==> src/hdl/char_display_pkg.sv <==
// Purpose: shared constants for the character display host port
// Assumes: 7-bit address pointer, 128-byte text RAM, 64-byte user glyph RAM
// Notes:   instruction encodings not given elsewhere are chosen plainly here
package char_display_pkg;
  localparam int          data_width          = 8;
  localparam int          addr_width          = 7;
  localparam int          text_depth          = 128;
  localparam int          glyph_depth         = 64;
  localparam int          line_span           = 64;
  localparam int          stage_count         = 100;
  localparam int          busy_bit            = 7;
  // instruction field positions
  localparam int          text_addr_bit       = 7;   // 1xxxxxxx sets text RAM address
  localparam int          glyph_addr_bit      = 6;   // 01xxxxxx sets glyph RAM address
  localparam int          func_set_bit        = 5;   // 001xxxxx function set
  localparam int          func_lines_bit      = 3;
  localparam int          func_font_lsb       = 0;   // font table select, 2 bits
  localparam int          shift_cmd_bit       = 4;   // 0001xxxx display shift
  localparam int          shift_right_bit     = 2;
  localparam int          entry_cmd_bit       = 2;   // 000001xx entry mode
  localparam int          entry_incr_bit      = 1;
  // reset values
  localparam logic [1:0]  font_reset          = 2'h1; // english/japanese table
  localparam logic        lines_reset         = 1'b0;
  localparam logic        incr_reset          = 1'b1;
  // timing: internal operation time
  localparam int          op_time_ns          = 400;
  localparam int          clock_period_ns     = 100;
  localparam int          op_cycles           = (op_time_ns + clock_period_ns - 1) / clock_period_ns;
  typedef enum logic [1:0] {font_western_type, font_eng_jpn_type, font_eng_rus_type} font_type;
endpackage : char_display_pkg

==> src/hdl/cascade_shifter.sv <==
// Purpose: bidirectional serial shift register for the master/slave cascade
// Assumes: shift strobe already synchronised; shifts on its falling edge
// Notes:   direction select high moves data from the top stage toward stage one
`timescale 1ns/1ps
module cascade_shifter #(
  parameter int stage_count = 100
) (
  input  wire logic                   clock,
  input  wire logic                   reset,
  input  wire logic                   shift_fall,
  input  wire logic                   shift_direction_select,
  input  wire logic                   serial_in,
  output logic                        serial_out,
  output logic [stage_count-1:0]      stages
);
  logic [stage_count-1:0] stages_q;
  logic [stage_count-1:0] stages_d;

  // a single stage cannot shift in two directions
  if (stage_count < 2)
  begin : stage_count_check
    $error("stage_count too small");
  end

  // next shift value
  always_comb
  begin
    stages_d = stages_q;
    if (shift_fall)
    begin
      if (shift_direction_select)
        stages_d = {serial_in, stages_q[stage_count-1:1]}; // [RULE19]
      else
        stages_d = {stages_q[stage_count-2:0], serial_in}; // [RULE19]
    end
  end

  always_ff @(posedge clock)
  begin
    if (reset)
      stages_q <= '0;
    else
      stages_q <= stages_d;
  end

  assign stages     = stages_q;
  assign serial_out = shift_direction_select ? stages_q[0] : stages_q[stage_count-1];
endmodule : cascade_shifter

==> src/hdl/char_display_host_port.sv <==
// Purpose: host-facing register port of a character display controller
// Assumes: host strobes are synchronous to clock; one access per enable pulse
// Notes:   cascade pins are three-signal; master drives them, slave receives
//
// Overview of operation
// (RULE1) two 8-bit registers, instruction and data, over an 8-bit bus
// (RULE2) register select low picks instruction, high picks data
// (RULE3) select low, write: byte taken as instruction and executed
// (RULE4) select low, read: busy on bit 7, pointer on bits 6..0
// (RULE5) select high, write: byte latched then stored at the pointer
// (RULE6) select high, read: data register loaded from RAM at the pointer
// (RULE7) instruction register is write only; status read replaces it
// (RULE8) busy reads 1 during internal work; instructions then ignored
// (RULE9) busy clears to 0 when work ends; next instruction accepted
// (RULE10) address instruction loads pointer and chooses text or glyph RAM
// (RULE11) each data access steps pointer by one, up or down
// (RULE12) text RAM holds 128 codes addressed by pointer bits 6..0
// (RULE13) one-line mode shows addresses 00..7F in order from position one
// (RULE14) two-line mode: line one 00..3F, line two 40..7F
// (RULE15) display shift moves shown address by one, wrapping per line
// (RULE16) master extends to 40 by 2 with a cascaded slave
// (RULE17) master/slave select sets direction of data, shift and hold strobes
// (RULE18) slave shifts serial data on falling shift strobe edge
// (RULE19) 100-stage register shifts by the shift direction select
// (RULE20) glyph ROM has three font tables, english/japanese by default
// (RULE21) host drives read/write high to read, low to write
// (RULE22) host polls busy until 0 before the next access
`timescale 1ns/1ps
module char_display_host_port #(
  parameter int op_cycles = char_display_pkg::op_cycles
) (
  input  wire logic                                   clock,
  input  wire logic                                   reset,
  input  wire logic                                   enable,
  input  wire logic                                   register_select,
  input  wire logic                                   read_write_select,
  input  wire logic [char_display_pkg::data_width-1:0] bus_in,
  output logic      [char_display_pkg::data_width-1:0] bus_out,
  output logic                                        bus_oe,
  input  wire logic                                   master_select,
  input  wire logic                                   shift_direction_select,
  input  wire logic                                   serial_in,
  output logic                                        serial_out,
  output logic                                        serial_oe,
  input  wire logic                                   shift_strobe_in,
  output logic                                        shift_strobe_out,
  output logic                                        shift_strobe_oe,
  input  wire logic                                   hold_strobe_in,
  output logic                                        hold_strobe_out,
  output logic                                        hold_strobe_oe,
  input  wire logic [6:0]                             scan_position,
  input  wire logic                                   scan_line,
  output logic      [char_display_pkg::addr_width-1:0] scan_address,
  output logic      [char_display_pkg::data_width-1:0] scan_code,
  output logic                                        two_line_mode,
  output logic      [1:0]                             font_table,
  output logic                                        hold_pulse
);
  localparam int aw = char_display_pkg::addr_width;
  localparam int dw = char_display_pkg::data_width;

  // refuse a busy span that the 8-bit counter cannot hold
  if (op_cycles < 1 || op_cycles > 256)
  begin : op_cycles_check
    $error("op_cycles must lie between 1 and 256");
  end

  typedef enum logic [1:0] {idle_type, store_type, fetch_type, work_type} phase_type;

  // memories: text RAM and user glyph RAM
  logic [dw-1:0] text_ram  [char_display_pkg::text_depth];   // [RULE12]
  logic [dw-1:0] glyph_ram [char_display_pkg::glyph_depth];

  phase_type     phase_q, phase_d;
  logic [7:0]    count_q, count_d;
  logic [dw-1:0] instr_q, instr_d;          // instruction register
  logic [dw-1:0] data_holding_q, data_holding_d;
  logic [aw-1:0] pointer_q, pointer_d;
  logic          glyph_sel_q, glyph_sel_d;
  logic          incr_q, incr_d;
  logic          lines_q, lines_d;
  logic [1:0]    font_q, font_d;
  logic [aw-1:0] shift_q, shift_d;
  logic [dw-1:0] bus_q, bus_d;
  logic          busy_indicator;
  logic          ram_write;
  logic [aw-1:0] step_pointer;
  logic [2:0]    strobe_sync_q, hold_sync_q;
  logic [1:0]    serial_sync_q;
  logic          shift_fall;
  logic [2:0]    div_q;
  logic          cascade_data;

  assign busy_indicator = (phase_q != idle_type);             // [RULE8] [RULE9]
  assign step_pointer   = incr_q ? pointer_q + 7'h01 : pointer_q - 7'h01; // [RULE11]

  // access decode and internal operation sequence
  always_comb
  begin
    phase_d        = phase_q;
    count_d        = count_q;
    instr_d        = instr_q;
    data_holding_d = data_holding_q;
    pointer_d      = pointer_q;
    glyph_sel_d    = glyph_sel_q;
    incr_d         = incr_q;
    lines_d        = lines_q;
    font_d         = font_q;
    shift_d        = shift_q;
    bus_d          = bus_q;
    ram_write      = 1'b0;
    // status reads are answered in every phase so the host can poll busy
    if (enable && !register_select && read_write_select)
      bus_d = {busy_indicator, pointer_q};                      // [RULE4] [RULE7] [RULE8]
    unique case (phase_q)
      idle_type:
      begin
        if (enable && register_select && read_write_select)
          bus_d = data_holding_q;                               // [RULE6]
        if (enable && !register_select && !read_write_select)
        begin
          instr_d = bus_in;                                     // [RULE1] [RULE2] [RULE3]
          phase_d = work_type;
          count_d = 8'(op_cycles - 1);
        end
        else if (enable && register_select && !read_write_select)
        begin
          data_holding_d = bus_in;                              // [RULE5]
          phase_d        = store_type;
        end
        else if (enable && register_select && read_write_select)
          phase_d = fetch_type;
      end
      store_type:
      begin
        ram_write = 1'b1;                                       // [RULE5]
        pointer_d = step_pointer;                               // [RULE11]
        phase_d   = idle_type;
      end
      fetch_type:
      begin
        data_holding_d = glyph_sel_q ? glyph_ram[pointer_q[5:0]] : text_ram[pointer_q]; // [RULE6]
        pointer_d      = step_pointer;                          // [RULE11]
        phase_d        = idle_type;
      end
      work_type:
      begin
        if (count_q == 8'h00)
        begin
          phase_d = idle_type;                                  // [RULE9]
          if (instr_q[char_display_pkg::text_addr_bit])
          begin
            pointer_d   = instr_q[aw-1:0];                      // [RULE10]
            glyph_sel_d = 1'b0;
          end
          else if (instr_q[char_display_pkg::glyph_addr_bit])
          begin
            pointer_d   = {1'b0, instr_q[5:0]};                 // [RULE10]
            glyph_sel_d = 1'b1;
          end
          else if (instr_q[char_display_pkg::func_set_bit])
          begin
            lines_d = instr_q[char_display_pkg::func_lines_bit];
            if (instr_q[1:0] != 2'h3)
              font_d = instr_q[1:0];                            // [RULE20]
          end
          else if (instr_q[char_display_pkg::shift_cmd_bit])
          begin
            if (instr_q[char_display_pkg::shift_right_bit])
              shift_d = shift_q - 7'h01;                        // [RULE15]
            else
              shift_d = shift_q + 7'h01;                        // [RULE15]
          end
          else if (instr_q[char_display_pkg::entry_cmd_bit])
            incr_d = instr_q[char_display_pkg::entry_incr_bit];
        end
        else
          count_d = count_q - 8'h01;                            // [RULE8] new writes ignored here
      end
      default: phase_d = idle_type;
    endcase
  end

  always_ff @(posedge clock)
  begin
    if (reset)
    begin
      phase_q        <= idle_type;
      count_q        <= 8'h00;
      instr_q        <= 8'h00;
      data_holding_q <= 8'h00;
      pointer_q      <= 7'h00;
      glyph_sel_q    <= 1'b0;
      incr_q         <= char_display_pkg::incr_reset;
      lines_q        <= char_display_pkg::lines_reset;
      font_q         <= char_display_pkg::font_reset;      // [RULE20]
      shift_q        <= 7'h00;
      bus_q          <= 8'h00;
    end
    else
    begin
      phase_q        <= phase_d;
      count_q        <= count_d;
      instr_q        <= instr_d;
      data_holding_q <= data_holding_d;
      pointer_q      <= pointer_d;
      glyph_sel_q    <= glyph_sel_d;
      incr_q         <= incr_d;
      lines_q        <= lines_d;
      font_q         <= font_d;
      shift_q        <= shift_d;
      bus_q          <= bus_d;
    end
  end

  // memory writes, no reset on storage
  always_ff @(posedge clock)
  begin
    if (ram_write && glyph_sel_q)
      glyph_ram[pointer_q[5:0]] <= data_holding_q;
    else if (ram_write)
      text_ram[pointer_q] <= data_holding_q;                    // [RULE5]
  end

  assign bus_out = bus_q;
  assign bus_oe  = enable && read_write_select;

  // display position to text RAM address, with shift and per-line wrap
  always_comb
  begin
    scan_address = 7'h00;
    if (lines_q)
      scan_address = {scan_line, 6'(scan_position[5:0] + shift_q[5:0])}; // [RULE14] [RULE15]
    else
      scan_address = 7'(scan_position + shift_q);               // [RULE13] [RULE15]
  end

  always_ff @(posedge clock)
  begin
    if (reset)
      scan_code <= 8'h00;
    else
      scan_code <= text_ram[scan_address];
  end

  assign two_line_mode = lines_q;
  assign font_table    = font_q;

  // cascade strobe: synchronised input for slave, divided output for master
  always_ff @(posedge clock)
  begin
    if (reset)
    begin
      strobe_sync_q <= 3'h0;
      hold_sync_q   <= 3'h0;
      serial_sync_q <= 2'h0;
      div_q         <= 3'h0;
    end
    else
    begin
      strobe_sync_q <= {strobe_sync_q[1:0], shift_strobe_in};
      hold_sync_q   <= {hold_sync_q[1:0], hold_strobe_in};
      serial_sync_q <= {serial_sync_q[0], serial_in};
      div_q         <= div_q + 3'h1;
    end
  end

  // slave shifts on falling input strobe, master on its own divided strobe
  assign shift_fall = master_select ? (div_q == 3'h7)
                                    : (strobe_sync_q[2] && !strobe_sync_q[1]); // [RULE18]
  assign hold_pulse = master_select ? (div_q == 3'h7 && pointer_q == 7'h00)
                                    : (!hold_sync_q[2] && hold_sync_q[1]);

  cascade_shifter #(
    .stage_count (char_display_pkg::stage_count)
  ) u_shifter (
    .clock                  (clock),
    .reset                  (reset),
    .shift_fall             (shift_fall),
    .shift_direction_select (shift_direction_select),
    .serial_in              (master_select ? scan_code[0] : serial_sync_q[1]), // slave data aged like the strobe
    .serial_out             (cascade_data),
    .stages                 ()
  );

  // master drives all three cascade lines, slave receives them  [RULE16]
  assign serial_out       = cascade_data;
  assign shift_strobe_out = div_q[2];
  assign hold_strobe_out  = hold_pulse;
  assign serial_oe        = master_select;                      // [RULE17]
  assign shift_strobe_oe  = master_select;                      // [RULE17]
  assign hold_strobe_oe   = master_select;                      // [RULE17]
endmodule : char_display_host_port

==> config.mk <==
export PLATFORM = sky130hd
export DESIGN_NAME = char_display_host_port
export DESIGN_NICKNAME = d
export VERILOG_FILES = /design/src/hdl/char_display_pkg.sv /design/src/hdl/cascade_shifter.sv /design/src/hdl/char_display_host_port.sv
export SDC_FILE = /design/constraint.sdc
export NUM_CORES = 2
export LEC_CHECK = 0
export BUFFER_PORTS_ARGS = -buffer_cell sky130_fd_sc_hd__buf_2
export CAP_MARGIN = 15
export CORE_ASPECT_RATIO = 0.8
export CORE_MARGIN = 3
export CORE_UTILIZATION = 55
export DETAILED_ROUTE_END_ITERATION = 6
export PLACE_DENSITY = 0.69
export SLEW_MARGIN = 20
export SYNTH_ARGS = -nofsm -noshare
export SYNTH_HDL_FRONTEND = slang
export SYNTH_SLANG_ARGS = --single-unit
==> constraint.sdc <==
create_clock -name clock -period 4.6 [get_ports clock]
set_input_delay 0.23 -clock clock [delete_from_list [all_inputs] [get_ports clock]]
set_output_delay 0.23 -clock clock [all_outputs]
set_load 0.03 [all_outputs]
==> run summary <==
Htree depth -> 4
Post-DP HPWL -> 139400 um
Synth Flop Type -> edfxtp_1
Crit path DAT -> 4.77 ns
Total CTS buffers -> 165
FP Rows -> 121
Largest net degree at the start of global routing -> 200
EDFF count, synth -> 1536
Routed WL per cell -> 33.90 um
Clk_skew -> 0.04519 ns
Worst-path cell chain -> ha_4 > inv_1 > fa_4 > buf_12 > buf_4 > mux4_2 > nand2_1 > a32oi_1 > nand4_1 > nand4_1
XOR/XNOR Fraction of Synth Area -> 0.002533
Initial Util -> 0.5547
Die width -> 420.5 um
DR iter-0 viols -> 7120
CTS tree -> built
Max-Cap Viols -> 0
Setup TNS -> 0 ns
RePlAce Congestion -> 0.9666
Setup WS pre-CTS -> 0.7316 ns
Full die area -> 141900 um2
Die Y -> 337.6 um
Fin crit period -> 4.022 ns
CTS sink count -> 1715
Worst hold path stage count -> 5
Failing checks -> design-rule violations
Vias/cell -> 7.089
Initial antenna violation count -> 6
RSZ-0062 raised after global routing -> false
CP most frequent cell -> nand4_1
Syn_nets -> 4355
Clk_lat worst skew -> 0.82 ns
Crit-path max FO -> 28
Post-route DRC violation count -> 4
Crit-path max cell delay -> 0.94 ns
Initial DRT Pass Iterations -> 7
Worst reg2reg path depth -> 10
P&R area growth vs syn -> 10.94%
Non-Filler Instances -> 6326
Crit-path slowest cell -> fa_4
Nets -> 4449
Share of cells above drive strength 1 -> 0.2512
Root buffer cell -> clkbuf_16
Core outline area -> 136300 um2
Number of synthesized register bits -> 1715
Final worst-path cycle share -> 0.8744
Mux cell area share after synthesis -> 0.2199
Worst-path clk slew -> 0.06 ns
Unique masters post-synth -> 65
Largest family of logic cells by synthesized area -> multiplexers
PwrDens -> 416.6 nW/um2
First-pass GRT wire length -> 307700 um
CTS Buffer Depth -> 3
Setup violators final -> 0
Async S/R FF share, synth -> 0
GRT Total Usage -> 0.3036
Simple-gate share of the synthesized area -> 0.05491
Cell depth of the worst setup path -> 10
Post-CTS Resized -> 0
Status -> complete, but fails checks
Grt ovf -> 0
Slew Limit Fails -> 0
Critical path class -> reg -> reg
Vias in the first global route -> 42641
Final hold vios -> 0
Detail Route Antenna Nets -> 0
Mapped Area -> 75580 um2
Avg Inst Size Synth -> 17.55 um2
Mapped Cells -> 4307
Slew margin rel. -> 0.2309
# Post-CTS Setup Buffers -> 0
Port Buffers -> 59
CTS hold repair buffers -> 30
Leak -> 0.02638 uW
Startpoint type of the worst setup path -> register
Worst path bufs/invs -> 3
Compound-Gate Fraction of Synth Area -> 0.03872
Peak supply drop -> 0.0003462 V
Tightest Pin Transition -> 1.149 ns
Io pins -> 60
YS warnings -> 0
Fin worst setup slack -> 0.5778 ns
Register area share after synthesis -> 0.6577
Crit-path leading delay family -> adder cells
Post-Synth Adder-Cell Area -> 0.003940
Fmax -> 248.6 MHz
Critical Path RT -> 5.35 ns
Worst Hold Class -> in -> reg
Crit. End Element -> register
Total Wirelength -> 214400 um
Routed via count -> 44845
Placed cell count -> 5986
==> cells by family after synthesis <==
logic type               after synthesis
XOR/XNOR                              21
buffers and inverters                342
AND/OR/NAND/NOR                      935
adder cells (fa/ha/maj)               22
AO/OA/AOI/OAI                        415
flip-flops                          1715
multiplexers                         857
==> sequential cells by signal, indices dropped and copies added (netlist names), named ones only <==
register,count
bus_out,8
count_q,8
data_holding_q,8
div_q,3
font_table,2
glyph_ram,512
glyph_sel_q,1
hold_sync_q,3
incr_q,1
instr_q,8
phase_q,2
pointer_q,7
scan_code,8
serial_sync_q,2
shift_q,7
strobe_sync_q,3
text_ram,1024
two_line_mode,1
u_shifter.stages,100
==> where the power goes <==
part / switching, uW / total, uW / internal, uW
sequential: 349 / 17800 / 17400
clock: 5920 / 13400 / 7480
combinational: 2340 / 3750 / 1420
total: 8610 / 34900 / 26300
==> worst min-delay path, stage by stage <==
cell	delay, ns
buf_2	0.18
mux2i_1	0.19
a21oi_1	0.17
a21oi_1	0.07
nor2_1	0.07
==> synthesized netlist by cell type (all sizes together) (8+ instances only) <==
| master | n | share of area |
|---|---|---|
| nor2b | 45 | 0.0037 |
| a211oi | 129 | 0.013 |
| nor3 | 24 | 0.0016 |
| xor2 | 8 | 0.00093 |
| edfxtp | 1536 | 0.61 |
| a22oi | 56 | 0.0056 |
| nor4 | 10 | 0.00083 |
| or2 | 10 | 0.00083 |
| o21ai | 33 | 0.0022 |
| nand4 | 43 | 0.0036 |
| nand3b | 8 | 0.00079 |
| nand2 | 261 | 0.013 |
| buf | 159 | 0.013 |
| a31oi | 14 | 0.0012 |
| a32oi | 28 | 0.0032 |
| mux2i | 209 | 0.028 |
| clkbuf | 157 | 0.0078 |
| nand2b | 20 | 0.0017 |
| o221ai | 12 | 0.0014 |
| ha | 19 | 0.0031 |
| nor2 | 380 | 0.019 |
| a21oi | 45 | 0.0030 |
| xnor2 | 13 | 0.0016 |
| mux4 | 642 | 0.19 |
| dfxtp | 179 | 0.047 |
| o22ai | 53 | 0.0044 |
| nand3 | 97 | 0.0064 |
| inv | 26 | 0.0013 |
==> cell usage in the layout (no fill, tap or decap), types with 18 or more instances in the layout <==
cell type | synthesis | final
buf_12 | 0 | 34
inv_1 | 26 | 25
nand4_1 | 43 | 43
nor2b_1 | 45 | 43
clkbuf_1 | 157 | 41
dlygate4sd3_1 | 0 | 30
mux4_2 | 642 | 642
nor2_1 | 380 | 376
buf_4 | 37 | 119
clkinv_2 | 0 | 30
a21oi_1 | 45 | 45
clkbuf_16 | 0 | 171
nand3_1 | 97 | 97
mux2i_1 | 209 | 209
o21ai_0 | 32 | 31
clkinv_1 | 0 | 32
o22ai_1 | 53 | 53
dfxtp_1 | 179 | 165
a22oi_1 | 56 | 56
a211oi_1 | 129 | 129
nand2b_1 | 20 | 20
a32oi_1 | 28 | 28
nand2_1 | 261 | 259
buf_2 | 86 | 57
ha_1 | 19 | 18
edfxtp_1 | 1536 | 1536
nor3_1 | 24 | 24
==> per-layer routing <==
layer	global-route usage	share of wire	vias up
li1	-	-	17888
met1	0.4439	0.39	23176
met2	0.4280	0.43	3357
met3	0.1127	0.15	420
met4	0.09297	0.032	4
met5	0	0.00015	-
==> final cells by class <==
| class | count | area [um2] |
|---|---|---|
| sequential | 1715 | 49750 |
| fill | 9589 | 52400 |
| timing repair buffer | 243 | 2210 |
| multi-input combinational | 2250 | 24300 |
| clock buffer | 217 | 4502 |
| tap | 1783 | 2231 |
| inverter | 26 | 98.84 |
| antenna | 4 | 10.01 |
| clock inverter | 88 | 752.0 |
==> final timing paths <==
check / from / end / slack, ns
worst max-delay path: shift_q[0] / scan_code[5] / 0.58
worst min-delay path: master_select / u_shifter.stages[99] / 0.14
worst max register to register: shift_q[0] / scan_code[5] / 0.58
worst min register to register: div_q[0] / div_q[0] / 0.42
==> per-stage QoR <==
step	instance area [um2]	power, uW	hold slack (ns)	utilization
after CTS	83810	34950	0.08817	0.6151
final	83850	34930	0.1399	0.6154
after detailed placement	78260	21760	0.4167	0.5743
after floorplan	75580	20360	0.3582	-
after global placement	78210	21710	0.4095	0.5740
after global routing	83840	35830	0.1810	0.6153
Power figures use the tool's default switching activity.
